$ cat config.mk
export PLATFORM = sky130hd
export DESIGN_NAME = cms_clock_mode_switch
export DESIGN_NICKNAME = d
export VERILOG_FILES = /design/src/cms_pkg.sv /design/src/cms_clock_mode_switch.sv
export VERILOG_INCLUDE_DIRS = /design/src
export SDC_FILE = /design/constraint.sdc
export NUM_CORES = 1
export LEC_CHECK = 0
export BUFFER_PORTS_ARGS = -buffer_cell sky130_fd_sc_hd__buf_2
export CAP_MARGIN = 20
export CORE_AREA = 3 3 153 155
export CTS_BUF_LIST = sky130_fd_sc_hd__clkbuf_4
export DETAILED_ROUTE_END_ITERATION = 7
export DIE_AREA = 0 0 156 158
export GPL_TIMING_DRIVEN = 0
export MAX_ROUTING_LAYER = met4
export SLEW_MARGIN = 20
export SYNTH_ARGS = -nofsm -noshare
export SYNTH_HDL_FRONTEND = slang
export SYNTH_SLANG_ARGS = --single-unit
$ cat constraint.sdc
create_clock -name clk -period 4.31 [get_ports clk]
set_clock_uncertainty 0.15 [all_clocks]
set_input_delay 0.6465 -clock clk [delete_from_list [all_inputs] [get_ports clk]]
set_output_delay 0.6465 -clock clk [all_outputs]
set_load 0.03 [all_outputs]
$ cat src/cms_cfg.svh
/*
  constants for the clock mode switch: register offsets, field positions,
  mode codes, reset values and oscillator stabilization counts.
  assumes inclusion by bare name from the design file and the bench.
*/
`ifndef CMS_CFG_SVH
`define CMS_CFG_SVH

// ----------------------------------------------------------------------
// register offsets (register port, 8-bit data)
// ----------------------------------------------------------------------
`define CMS_SYSCLK_CTRL_OFS  4'h0
`define CMS_OSC_CTRL_OFS     4'h1
`define CMS_PLL_CTRL_OFS     4'h2

// ----------------------------------------------------------------------
// field positions
// ----------------------------------------------------------------------
`define CMS_SEL_LSB          0
`define CMS_MON_LSB          4
`define CMS_MAIN_RC_EN_BIT   0
`define CMS_SUB_RC_EN_BIT    1
`define CMS_MAIN_OSC_EN_BIT  2
`define CMS_SUB_OSC_EN_BIT   3
`define CMS_MAIN_RC_RDY_BIT  4
`define CMS_SUB_RC_RDY_BIT   5
`define CMS_MAIN_OSC_RDY_BIT 6
`define CMS_SUB_OSC_RDY_BIT  7
`define CMS_PLL_EN_BIT       0
`define CMS_PLL_RDY_BIT      1

// ----------------------------------------------------------------------
// mode codes
// ----------------------------------------------------------------------
`define CMS_CODE_SUB_OSC     3'h0
`define CMS_CODE_MAIN_OSC    3'h2
`define CMS_CODE_SUB_RC      3'h4
`define CMS_CODE_MAIN_RC     3'h6
`define CMS_CODE_MAIN_PLL    3'h7

// ----------------------------------------------------------------------
// reset values
// ----------------------------------------------------------------------
`define CMS_RST_SEL          3'h6
`define CMS_RST_OSC_EN       4'h3

// ----------------------------------------------------------------------
// stabilization times in cycles of clk
// ----------------------------------------------------------------------
`define CMS_WAIT_W           16
`define CMS_MAIN_RC_WAIT     16'h0040
`define CMS_SUB_RC_WAIT      16'h0080
`define CMS_SUB_OSC_WAIT     16'h0100
`define CMS_MAIN_OSC_WAIT    16'h0100
`define CMS_PLL_WAIT         16'h0080

`endif

$ cat src/cms_pkg.sv
/*
  types for the clock mode switch.
  assumes cms_cfg.svh is compiled alongside.
*/
`default_nettype none
package cms_pkg;
  typedef enum logic [1:0] {
    CMS_RESET_WAIT,
    CMS_RUN,
    CMS_SWITCH_WAIT
  } cms_state_e;
endpackage
`default_nettype wire

$ cat src/cms_clock_mode_switch.sv
/*
  clock mode switch state machine: selects the machine clock mode,
  waits oscillator stabilization, keeps oscillator enables.
  assumes a plain register port on clk; stable flags are generated
  internally by counters once an oscillator is enabled.
*/
`default_nettype none
`include "cms_cfg.svh"

// Operation
// RL1 - five clock modes, chosen by software written select field
// RL2 - after reset wait both rc stabilizations, then enter main rc
// RL3 - from main rc or pll, sub rc code enters sub rc mode
// RL4 - sub rc disabled when selected: wait its stabilization first
// RL5 - sub rc enabled and stable: switch at once
// RL6 - subclock code: wait subclock stabilization, enter subclock mode
// RL7 - subclock enabled and stable: switch at once
// RL8 - main oscillator code: wait its stabilization, enter main mode
// RL9 - main oscillator enabled and stable: switch at once
// RL10 - from main mode, main rc code waits main rc stabilization
// RL11 - main rc enabled and stable: switch at once
// RL12 - from main mode, pll code waits pll stabilization
// RL13 - pll enabled and stable: switch at once (code also waits for main rc stable)
// RL14 - from main mode, sub codes behave as from main rc
// RL15 - active mode shown in monitor field; done when equals select
// RL16 - entering sub modes clears main enables; sets ignored there
module cms_clock_mode_switch (
  // clock and reset
  input  wire logic       clk,
  input  wire logic       resetn,
  // register port
  input  wire logic [3:0] reg_addr,
  input  wire logic [7:0] reg_wdata,
  input  wire logic       reg_wr,
  input  wire logic       reg_rd,
  output var  logic [7:0] reg_rdata,
  // clock mode out
  output var  logic [2:0] clock_mode_monitor,
  output var  logic       switch_busy
);

  // --------------------------------------------------------------------
  // state
  // --------------------------------------------------------------------
  cms_pkg::cms_state_e state_q;
  logic [2:0]  clock_mode_select_q;
  logic [2:0]  mon_q;
  logic [2:0]  target_q;
  logic        main_rc_osc_enable_q;
  logic        sub_rc_osc_enable_q;
  logic        main_osc_enable_q;
  logic        sub_osc_enable_q;
  logic        pll_enable_q;
  logic [`CMS_WAIT_W-1:0] cnt_q [5];
  logic [4:0]  stable;
  logic [4:0]  enables;
  logic        sub_family;
  logic        sel_wr;
  logic [2:0]  wr_sel;
  logic [2:0]  tgt_idx;
  logic        tgt_valid;
  logic        osc_wr;
  logic        pll_wr;
  logic        sel_take;
  logic        switch_done;
  logic        enter_sub;
  logic        enter_main_osc;
  logic        keep_main_rc;
  logic        keep_main_osc;
  logic        keep_sub_rc;
  logic        keep_sub_osc;
  logic        keep_pll;

  // reset enables, one bit per field position of the osc control register
  localparam logic [3:0] RST_EN = `CMS_RST_OSC_EN;

  // index of each oscillator: 0 main rc, 1 sub rc, 2 main osc, 3 sub, 4 pll
  function automatic logic [2:0] osc_idx(input logic [2:0] code);
    unique case (code)
      `CMS_CODE_MAIN_RC:  osc_idx = 3'h0;
      `CMS_CODE_SUB_RC:   osc_idx = 3'h1;
      `CMS_CODE_MAIN_OSC: osc_idx = 3'h2;
      `CMS_CODE_SUB_OSC:  osc_idx = 3'h3;
      default:            osc_idx = 3'h4;
    endcase
  endfunction

  // RL1 legal codes
  function automatic logic code_ok(input logic [2:0] code);
    code_ok = (code == `CMS_CODE_MAIN_RC) || (code == `CMS_CODE_SUB_RC) ||
              (code == `CMS_CODE_MAIN_OSC) || (code == `CMS_CODE_SUB_OSC) ||
              (code == `CMS_CODE_MAIN_PLL);
  endfunction

  function automatic logic [`CMS_WAIT_W-1:0] wait_of(input int i);
    unique case (i)
      0:       wait_of = `CMS_MAIN_RC_WAIT;
      1:       wait_of = `CMS_SUB_RC_WAIT;
      2:       wait_of = `CMS_MAIN_OSC_WAIT;
      3:       wait_of = `CMS_SUB_OSC_WAIT;
      default: wait_of = `CMS_PLL_WAIT;
    endcase
  endfunction

  assign sub_family = (mon_q == `CMS_CODE_SUB_RC) ||
                      (mon_q == `CMS_CODE_SUB_OSC);
  assign enables = {pll_enable_q, sub_osc_enable_q, main_osc_enable_q,
                    sub_rc_osc_enable_q, main_rc_osc_enable_q};
  assign sel_wr  = reg_wr && (reg_addr == `CMS_SYSCLK_CTRL_OFS);
  assign wr_sel  = reg_wdata[`CMS_SEL_LSB +: 3];
  assign tgt_idx = osc_idx(target_q);
  // pll runs from main rc, so it also needs main rc stable
  assign tgt_valid = (target_q == `CMS_CODE_MAIN_PLL) ?
                     (stable[4] && stable[0]) : stable[tgt_idx];

  // decoded writes and switch events shared by the enable registers
  assign osc_wr         = reg_wr && (reg_addr == `CMS_OSC_CTRL_OFS);
  assign pll_wr         = reg_wr && (reg_addr == `CMS_PLL_CTRL_OFS);
  assign sel_take       = sel_wr && code_ok(wr_sel);
  assign switch_done    = (state_q == cms_pkg::CMS_SWITCH_WAIT) && tgt_valid;
  assign enter_sub      = switch_done &&
                          ((target_q == `CMS_CODE_SUB_RC) ||
                           (target_q == `CMS_CODE_SUB_OSC));
  assign enter_main_osc = switch_done && (target_q == `CMS_CODE_MAIN_OSC);

  // a selected or active oscillator cannot be switched off by software
  assign keep_main_rc  = (clock_mode_select_q[2:1] == 2'h3) ||
                         (mon_q[2:1] == 2'h3);
  assign keep_main_osc = (clock_mode_select_q == `CMS_CODE_MAIN_OSC) ||
                         (mon_q == `CMS_CODE_MAIN_OSC);
  assign keep_sub_rc   = (clock_mode_select_q == `CMS_CODE_SUB_RC) ||
                         (mon_q == `CMS_CODE_SUB_RC);
  assign keep_sub_osc  = (clock_mode_select_q == `CMS_CODE_SUB_OSC) ||
                         (mon_q == `CMS_CODE_SUB_OSC);
  assign keep_pll      = (clock_mode_select_q == `CMS_CODE_MAIN_PLL) ||
                         (mon_q == `CMS_CODE_MAIN_PLL);

  // --------------------------------------------------------------------
  // stabilization counters
  // --------------------------------------------------------------------
  // RL4 counters restart whenever an oscillator is off
  for (genvar g = 0; g < 5; g++) begin : g_osc
    always_ff @(posedge clk or negedge resetn) begin
      if (!resetn) begin
        cnt_q[g] <= '0;
      end else if (!enables[g]) begin
        cnt_q[g] <= '0;
      end else if (cnt_q[g] != wait_of(g)) begin
        cnt_q[g] <= cnt_q[g] + 1'b1;
      end
    end
    assign stable[g] = enables[g] && (cnt_q[g] == wait_of(g));
  end

  // --------------------------------------------------------------------
  // select field
  // --------------------------------------------------------------------
  // RL1 software written select, illegal codes ignored
  always_ff @(posedge clk or negedge resetn) begin
    if (!resetn) begin
      clock_mode_select_q <= `CMS_RST_SEL;
    end else if (sel_wr && code_ok(wr_sel)) begin
      clock_mode_select_q <= wr_sel;
    end
  end

  // --------------------------------------------------------------------
  // oscillator enables
  // --------------------------------------------------------------------
  // selecting a mode forces its oscillator on, and that set wins over an
  // automatic clear in the same cycle: a lost set would leave the next
  // switch waiting on an oscillator that never starts

  // RL10 main rc forced on by main rc or pll select
  always_ff @(posedge clk or negedge resetn) begin
    if (!resetn) begin
      main_rc_osc_enable_q <= RST_EN[`CMS_MAIN_RC_EN_BIT];
    end else if (sel_take && (wr_sel[2:1] == 2'h3)) begin
      main_rc_osc_enable_q <= 1'b1;
    end else if (enter_sub || enter_main_osc) begin
      // RL16 leaving the main rc family stops it
      main_rc_osc_enable_q <= 1'b0;
    end else if (osc_wr &&
                 (!sub_family || !reg_wdata[`CMS_MAIN_RC_EN_BIT])) begin
      main_rc_osc_enable_q <= reg_wdata[`CMS_MAIN_RC_EN_BIT] ||
                              keep_main_rc;
    end
  end

  // RL4 sub rc forced on by its select, never cleared automatically
  always_ff @(posedge clk or negedge resetn) begin
    if (!resetn) begin
      sub_rc_osc_enable_q <= RST_EN[`CMS_SUB_RC_EN_BIT];
    end else if (sel_take && (wr_sel == `CMS_CODE_SUB_RC)) begin
      sub_rc_osc_enable_q <= 1'b1;
    end else if (osc_wr) begin
      sub_rc_osc_enable_q <= reg_wdata[`CMS_SUB_RC_EN_BIT] ||
                             keep_sub_rc;
    end
  end

  // RL8 main oscillator forced on by its select
  always_ff @(posedge clk or negedge resetn) begin
    if (!resetn) begin
      main_osc_enable_q <= RST_EN[`CMS_MAIN_OSC_EN_BIT];
    end else if (sel_take && (wr_sel == `CMS_CODE_MAIN_OSC)) begin
      main_osc_enable_q <= 1'b1;
    end else if (enter_sub) begin
      // RL16 entering sub family clears main enables
      main_osc_enable_q <= 1'b0;
    end else if (osc_wr &&
                 (!sub_family || !reg_wdata[`CMS_MAIN_OSC_EN_BIT])) begin
      main_osc_enable_q <= reg_wdata[`CMS_MAIN_OSC_EN_BIT] ||
                           keep_main_osc;
    end
  end

  // RL6 subclock forced on by its select, never cleared automatically
  always_ff @(posedge clk or negedge resetn) begin
    if (!resetn) begin
      sub_osc_enable_q <= RST_EN[`CMS_SUB_OSC_EN_BIT];
    end else if (sel_take && (wr_sel == `CMS_CODE_SUB_OSC)) begin
      sub_osc_enable_q <= 1'b1;
    end else if (osc_wr) begin
      sub_osc_enable_q <= reg_wdata[`CMS_SUB_OSC_EN_BIT] ||
                          keep_sub_osc;
    end
  end

  // RL12 pll forced on by its select
  always_ff @(posedge clk or negedge resetn) begin
    if (!resetn) begin
      pll_enable_q <= 1'b0;
    end else if (sel_take && (wr_sel == `CMS_CODE_MAIN_PLL)) begin
      pll_enable_q <= 1'b1;
    end else if (enter_sub || enter_main_osc) begin
      // RL16 sets of the pll enable are ignored in sub family
      pll_enable_q <= 1'b0;
    end else if (pll_wr &&
                 (!sub_family || !reg_wdata[`CMS_PLL_EN_BIT])) begin
      pll_enable_q <= reg_wdata[`CMS_PLL_EN_BIT] || keep_pll;
    end
  end

  // --------------------------------------------------------------------
  // mode state machine
  // --------------------------------------------------------------------
  always_ff @(posedge clk or negedge resetn) begin
    if (!resetn) begin
      state_q  <= cms_pkg::CMS_RESET_WAIT;
      mon_q    <= `CMS_RST_SEL;
      target_q <= `CMS_RST_SEL;
    end else begin
      unique case (state_q)
        // RL2 both rc oscillators must settle after reset
        cms_pkg::CMS_RESET_WAIT: begin
          if (stable[0] && stable[1]) state_q <= cms_pkg::CMS_RUN;
        end
        cms_pkg::CMS_RUN: begin
          // RL3 RL14 any legal new code starts a switch
          if (clock_mode_select_q != mon_q) begin
            target_q <= clock_mode_select_q;
            state_q  <= cms_pkg::CMS_SWITCH_WAIT;
          end
        end
        cms_pkg::CMS_SWITCH_WAIT: begin
          // RL5 RL7 RL9 RL11 RL13 stable target passes at once;
          // RL6 RL8 RL10 RL12 otherwise wait for the counter
          if (tgt_valid) begin
            mon_q   <= target_q;
            state_q <= cms_pkg::CMS_RUN;
          end
        end
        default: begin
          // the unused state code falls back to a fresh boot wait
          state_q <= cms_pkg::CMS_RESET_WAIT;
        end
      endcase
    end
  end

  // --------------------------------------------------------------------
  // outputs and read port
  // --------------------------------------------------------------------
  // RL15 monitor shows active mode
  always_ff @(posedge clk or negedge resetn) begin
    if (!resetn) begin
      clock_mode_monitor <= `CMS_RST_SEL;
    end else begin
      clock_mode_monitor <= mon_q;
    end
  end

  // busy covers the boot wait as well as every switch wait
  always_ff @(posedge clk or negedge resetn) begin
    if (!resetn) begin
      switch_busy <= 1'b1;
    end else begin
      switch_busy <= (state_q != cms_pkg::CMS_RUN);
    end
  end

  // read data stand the cycle after the strobe only
  always_ff @(posedge clk or negedge resetn) begin
    if (!resetn) begin
      reg_rdata <= 8'h00;
    end else if (!reg_rd) begin
      reg_rdata <= 8'h00;
    end else begin
      unique case (reg_addr)
        `CMS_SYSCLK_CTRL_OFS:
          reg_rdata <= {1'b0, mon_q, 1'b0, clock_mode_select_q};
        `CMS_OSC_CTRL_OFS:
          reg_rdata <= {stable[3], stable[2], stable[1], stable[0],
                        enables[3:0]};
        `CMS_PLL_CTRL_OFS:
          reg_rdata <= {6'h00, stable[4], pll_enable_q};
        default:
          reg_rdata <= 8'h00;
      endcase
    end
  end

endmodule
`default_nettype wire

==> impl_metrics.env <==
export IMPL_status="finished, final reports clean"
export IMPL_slew_headroom=0.472
export IMPL_period_minus_slack_ps=2700
export IMPL_fin_util=0.280
export IMPL_area_growth_syn_to_layout_pct=11.0
export IMPL_r2r_start="cnt_q[64]"
export IMPL_slowest_delay_ps=470
export IMPL_cts_sinks=108
export IMPL_ys_ff_latch=108
export IMPL_initial_core_util=0.252
export IMPL_maxCapViolations=0
export IMPL_ctsRootBufferMaster="clkbuf_4"
export IMPL_cts_clk_slew_worst_paths_ps=150
export IMPL_hold_viol_final=0
export IMPL_grt_use_total=0.0945
export IMPL_slowest_stage="dfrtp_1"
export IMPL_wl_per_cell_um=12.2
export IMPL_dieWidth_um=156
export IMPL_syn_cell_area_um2=5530
export IMPL_startpoint_type="register"
export IMPL_dieArea_um2=24600
export IMPL_whs_path_depth=0
export IMPL_cp_endpoint="mon_q[2]"
export IMPL_startpoint="cnt_q[64]"
export IMPL_ys_flop_type="dfrtp_1"
export IMPL_drt_iter0_drc=165
export IMPL_finalNetCount=616
export IMPL_via_count=3857
export IMPL_die_y_um=158
export IMPL_core_rowCount=54
export IMPL_core_area_um2=22000
export IMPL_ir_drop_uv=125
export IMPL_avgSynthCellArea_um2=9.96
export IMPL_hpwlAfterDp_um=7700
export IMPL_drt_pass1_iterations=4
export IMPL_synth_nets=581
export IMPL_io_pins=28
export IMPL_regToRegSetupSlack_ps=1610
export IMPL_cts_setup_buffers=0
export IMPL_gp_congestion=0.796
export IMPL_reg2reg_depth=8
export IMPL_cts_made_buffers=9
export IMPL_final_common_cell="dfrtp_1"
export IMPL_grt_overflow=0
export IMPL_r2r_end="mon_q[2]"
export IMPL_cts_tree="built"
export IMPL_ys_warn_count=0
export IMPL_end_kind="register"
export IMPL_rsz0062_at_grt="false"
export IMPL_crit_required_ps=4580
export IMPL_layout_common_cells="97 x dfrtp_1, 49 x and2_1, 47 x nor2_1"
export IMPL_power_density_nw_per_um2=328
export IMPL_cp_cell_sequence="inv_1, ha_1, nor4b_2, nand4_2, or2_0, a311o_1, a21oi_4, mux2_1"
export IMPL_antenna_found_initial=0
export IMPL_grt_first_pass_wirelength_um=18400
export IMPL_critPathArrivalTime_ps=2970
export IMPL_power_leakage_uw=0.00260
export IMPL_synthDistinctLibCells=52
export IMPL_synth_seq_area_share=0.491
export IMPL_drc=0
export IMPL_clkLatencyLatePin_ps=480
export IMPL_grt_met2_usage=0.148
export IMPL_crit_path_max_fanout=7
export IMPL_slew_viol_final=0
export IMPL_drt_total_wl_um=10700
export IMPL_drive_above_1_share=0.0992
export IMPL_synth_enable_flop_cells=0
export IMPL_met3_usage=0.0309
export IMPL_diodes=0
export IMPL_crit_type="register to register"
export IMPL_use_met1=0.120
export IMPL_post_cts_resized=0
export IMPL_instances_no_fill=875
export IMPL_grt_pass1_vias=3789
export IMPL_ctsHtreeMaxLevel=3
export IMPL_async_flop_share=1.00
export IMPL_nFillCells=2311
export IMPL_grt_max_degree=64
export IMPL_clockBufferDepth=2
export IMPL_grt_busiest_layer="met2"
export IMPL_period_share=0.626
export IMPL_antenna_left=0
export IMPL_netlist_instances=555
export IMPL_hp_class="register to register"
export IMPL_finalSetupTns_ps=0
export IMPL_io_buffers=22
export IMPL_fmax_ghz=0.371
export IMPL_hold_start="mon_q[1]"
export IMPL_vias_per_cell=4.41
export IMPL_worst_pin_slew_ps=790
export IMPL_placed_cells=858
export IMPL_setup_viol=0
[logic make-up (layout without fill, tap and decap cells)]
kind of cell,Yosys count,count (layout),synth area share
AO/OA/AOI/OAI,56,56,0.0702
XOR/XNOR,65,65,0.103
adder cells (fa/ha/maj),10,10,0.0226
buffers and inverters,34,74,0.0231
flip-flops,108,108,0.491
multiplexers,10,10,0.0195
AND/OR/NAND/NOR,272,272,0.270
[state kept, by name, indices dropped and copies added, names as in the netlist]
register,count
main_rc_osc_enable_q,1
main_osc_enable_q,1
target_q,3
sub_rc_osc_enable_q,1
sub_osc_enable_q,1
clock_mode_monitor,3
mon_q,3
switch_busy,1
reg_rdata,8
state_q,2
pll_enable_q,1
cnt_q,80
clock_mode_select_q,3
[layout make-up]
type	count	area (um2)	share of cell area
Buffer	16	60.1	0.00978
Clock buffer	10	75.1	0.0122
Clock inverter	6	31.3	0.00509
Inverter	18	67.6	0.0110
Multi-Input combinational cell	413	2690	0.437
Sequential cell	108	2720	0.442
Tap cell	280	350	0.0571
Timing Repair Buffer	24	154	0.0251
[metrics by stage]
step	setup slack [ps]	hold slack [ps]	instance area, um2	power [uW]
after global routing	1440	247	6140	2160
after floorplan	1950	201	5530	1470
final	1610	225	6140	2020
after CTS	1610	230	6140	2050
after global placement	1170	208	5990	1590
after detailed placement	1630	208	6020	1600
[power by group]
| group | internal (uW) | switching (uW) | total [uW] |
|---|---|---|---|
| combinational | 174 | 219 | 393 |
| sequential | 1100 | 84.9 | 1180 |
| clock | 120 | 320 | 440 |
[layer usage]
layer	routed length, um	vias to the layer above
li1	-	1972
met5	0	-
met4	89	0
met1	5260	1836
met3	400	8
met2	4910	41
[synthesized netlist by cell type (all sizes together), types with 2 or more instances]
library cell	count	area share
dfstp	11	0.052
nand2	42	0.029
dfrtp	97	0.44
and4	5	0.0079
nand3	36	0.033
ha	10	0.023
nand2b	9	0.010
a31oi	4	0.0045
clkbuf	15	0.010
a211oi	3	0.0041
o21ai	10	0.0091
a21boi	8	0.011
nor4b	7	0.013
xnor2	41	0.065
xor2	24	0.038
a32o	2	0.0036
o21bai	2	0.0027
nor2	47	0.032
and3	9	0.010
or3	11	0.012
nor3b	5	0.0068
nor2b	11	0.012
nand3b	3	0.0041
nor3	14	0.013
nor4	7	0.011
mux2i	4	0.0072
a21oi	15	0.016
and2	49	0.055
inv	17	0.012
o21a	2	0.0027
nand4	14	0.017
mux2	6	0.012
[how the worst min path moves through the flow]
stage | endpoint
after detailed placement | clock_mode_monitor[2]
after global routing | clock_mode_monitor[1]
final | clock_mode_monitor[1]
after floorplan | clock_mode_monitor[0]
after CTS | reg_rdata[1]
after global placement | clock_mode_monitor[2]
[what timing repair did]
action                                 CTS  global route
setup endpoints to repair                0             0
endpoints found under the hold margin   55             0
hold buffers                             1             0
[critical path, delay by kind of cell (launching register included)]
kind | cells | cell delay, ps
AOI/OAI and AO/OA | 2 | 660
DFF | 1 | 470
buffers and inverters | 1 | 80
muxes | 1 | 350
adders and majority gates | 1 | 160
and+or+nand+nor | 3 | 780
Power figures use the tool's default switching activity.
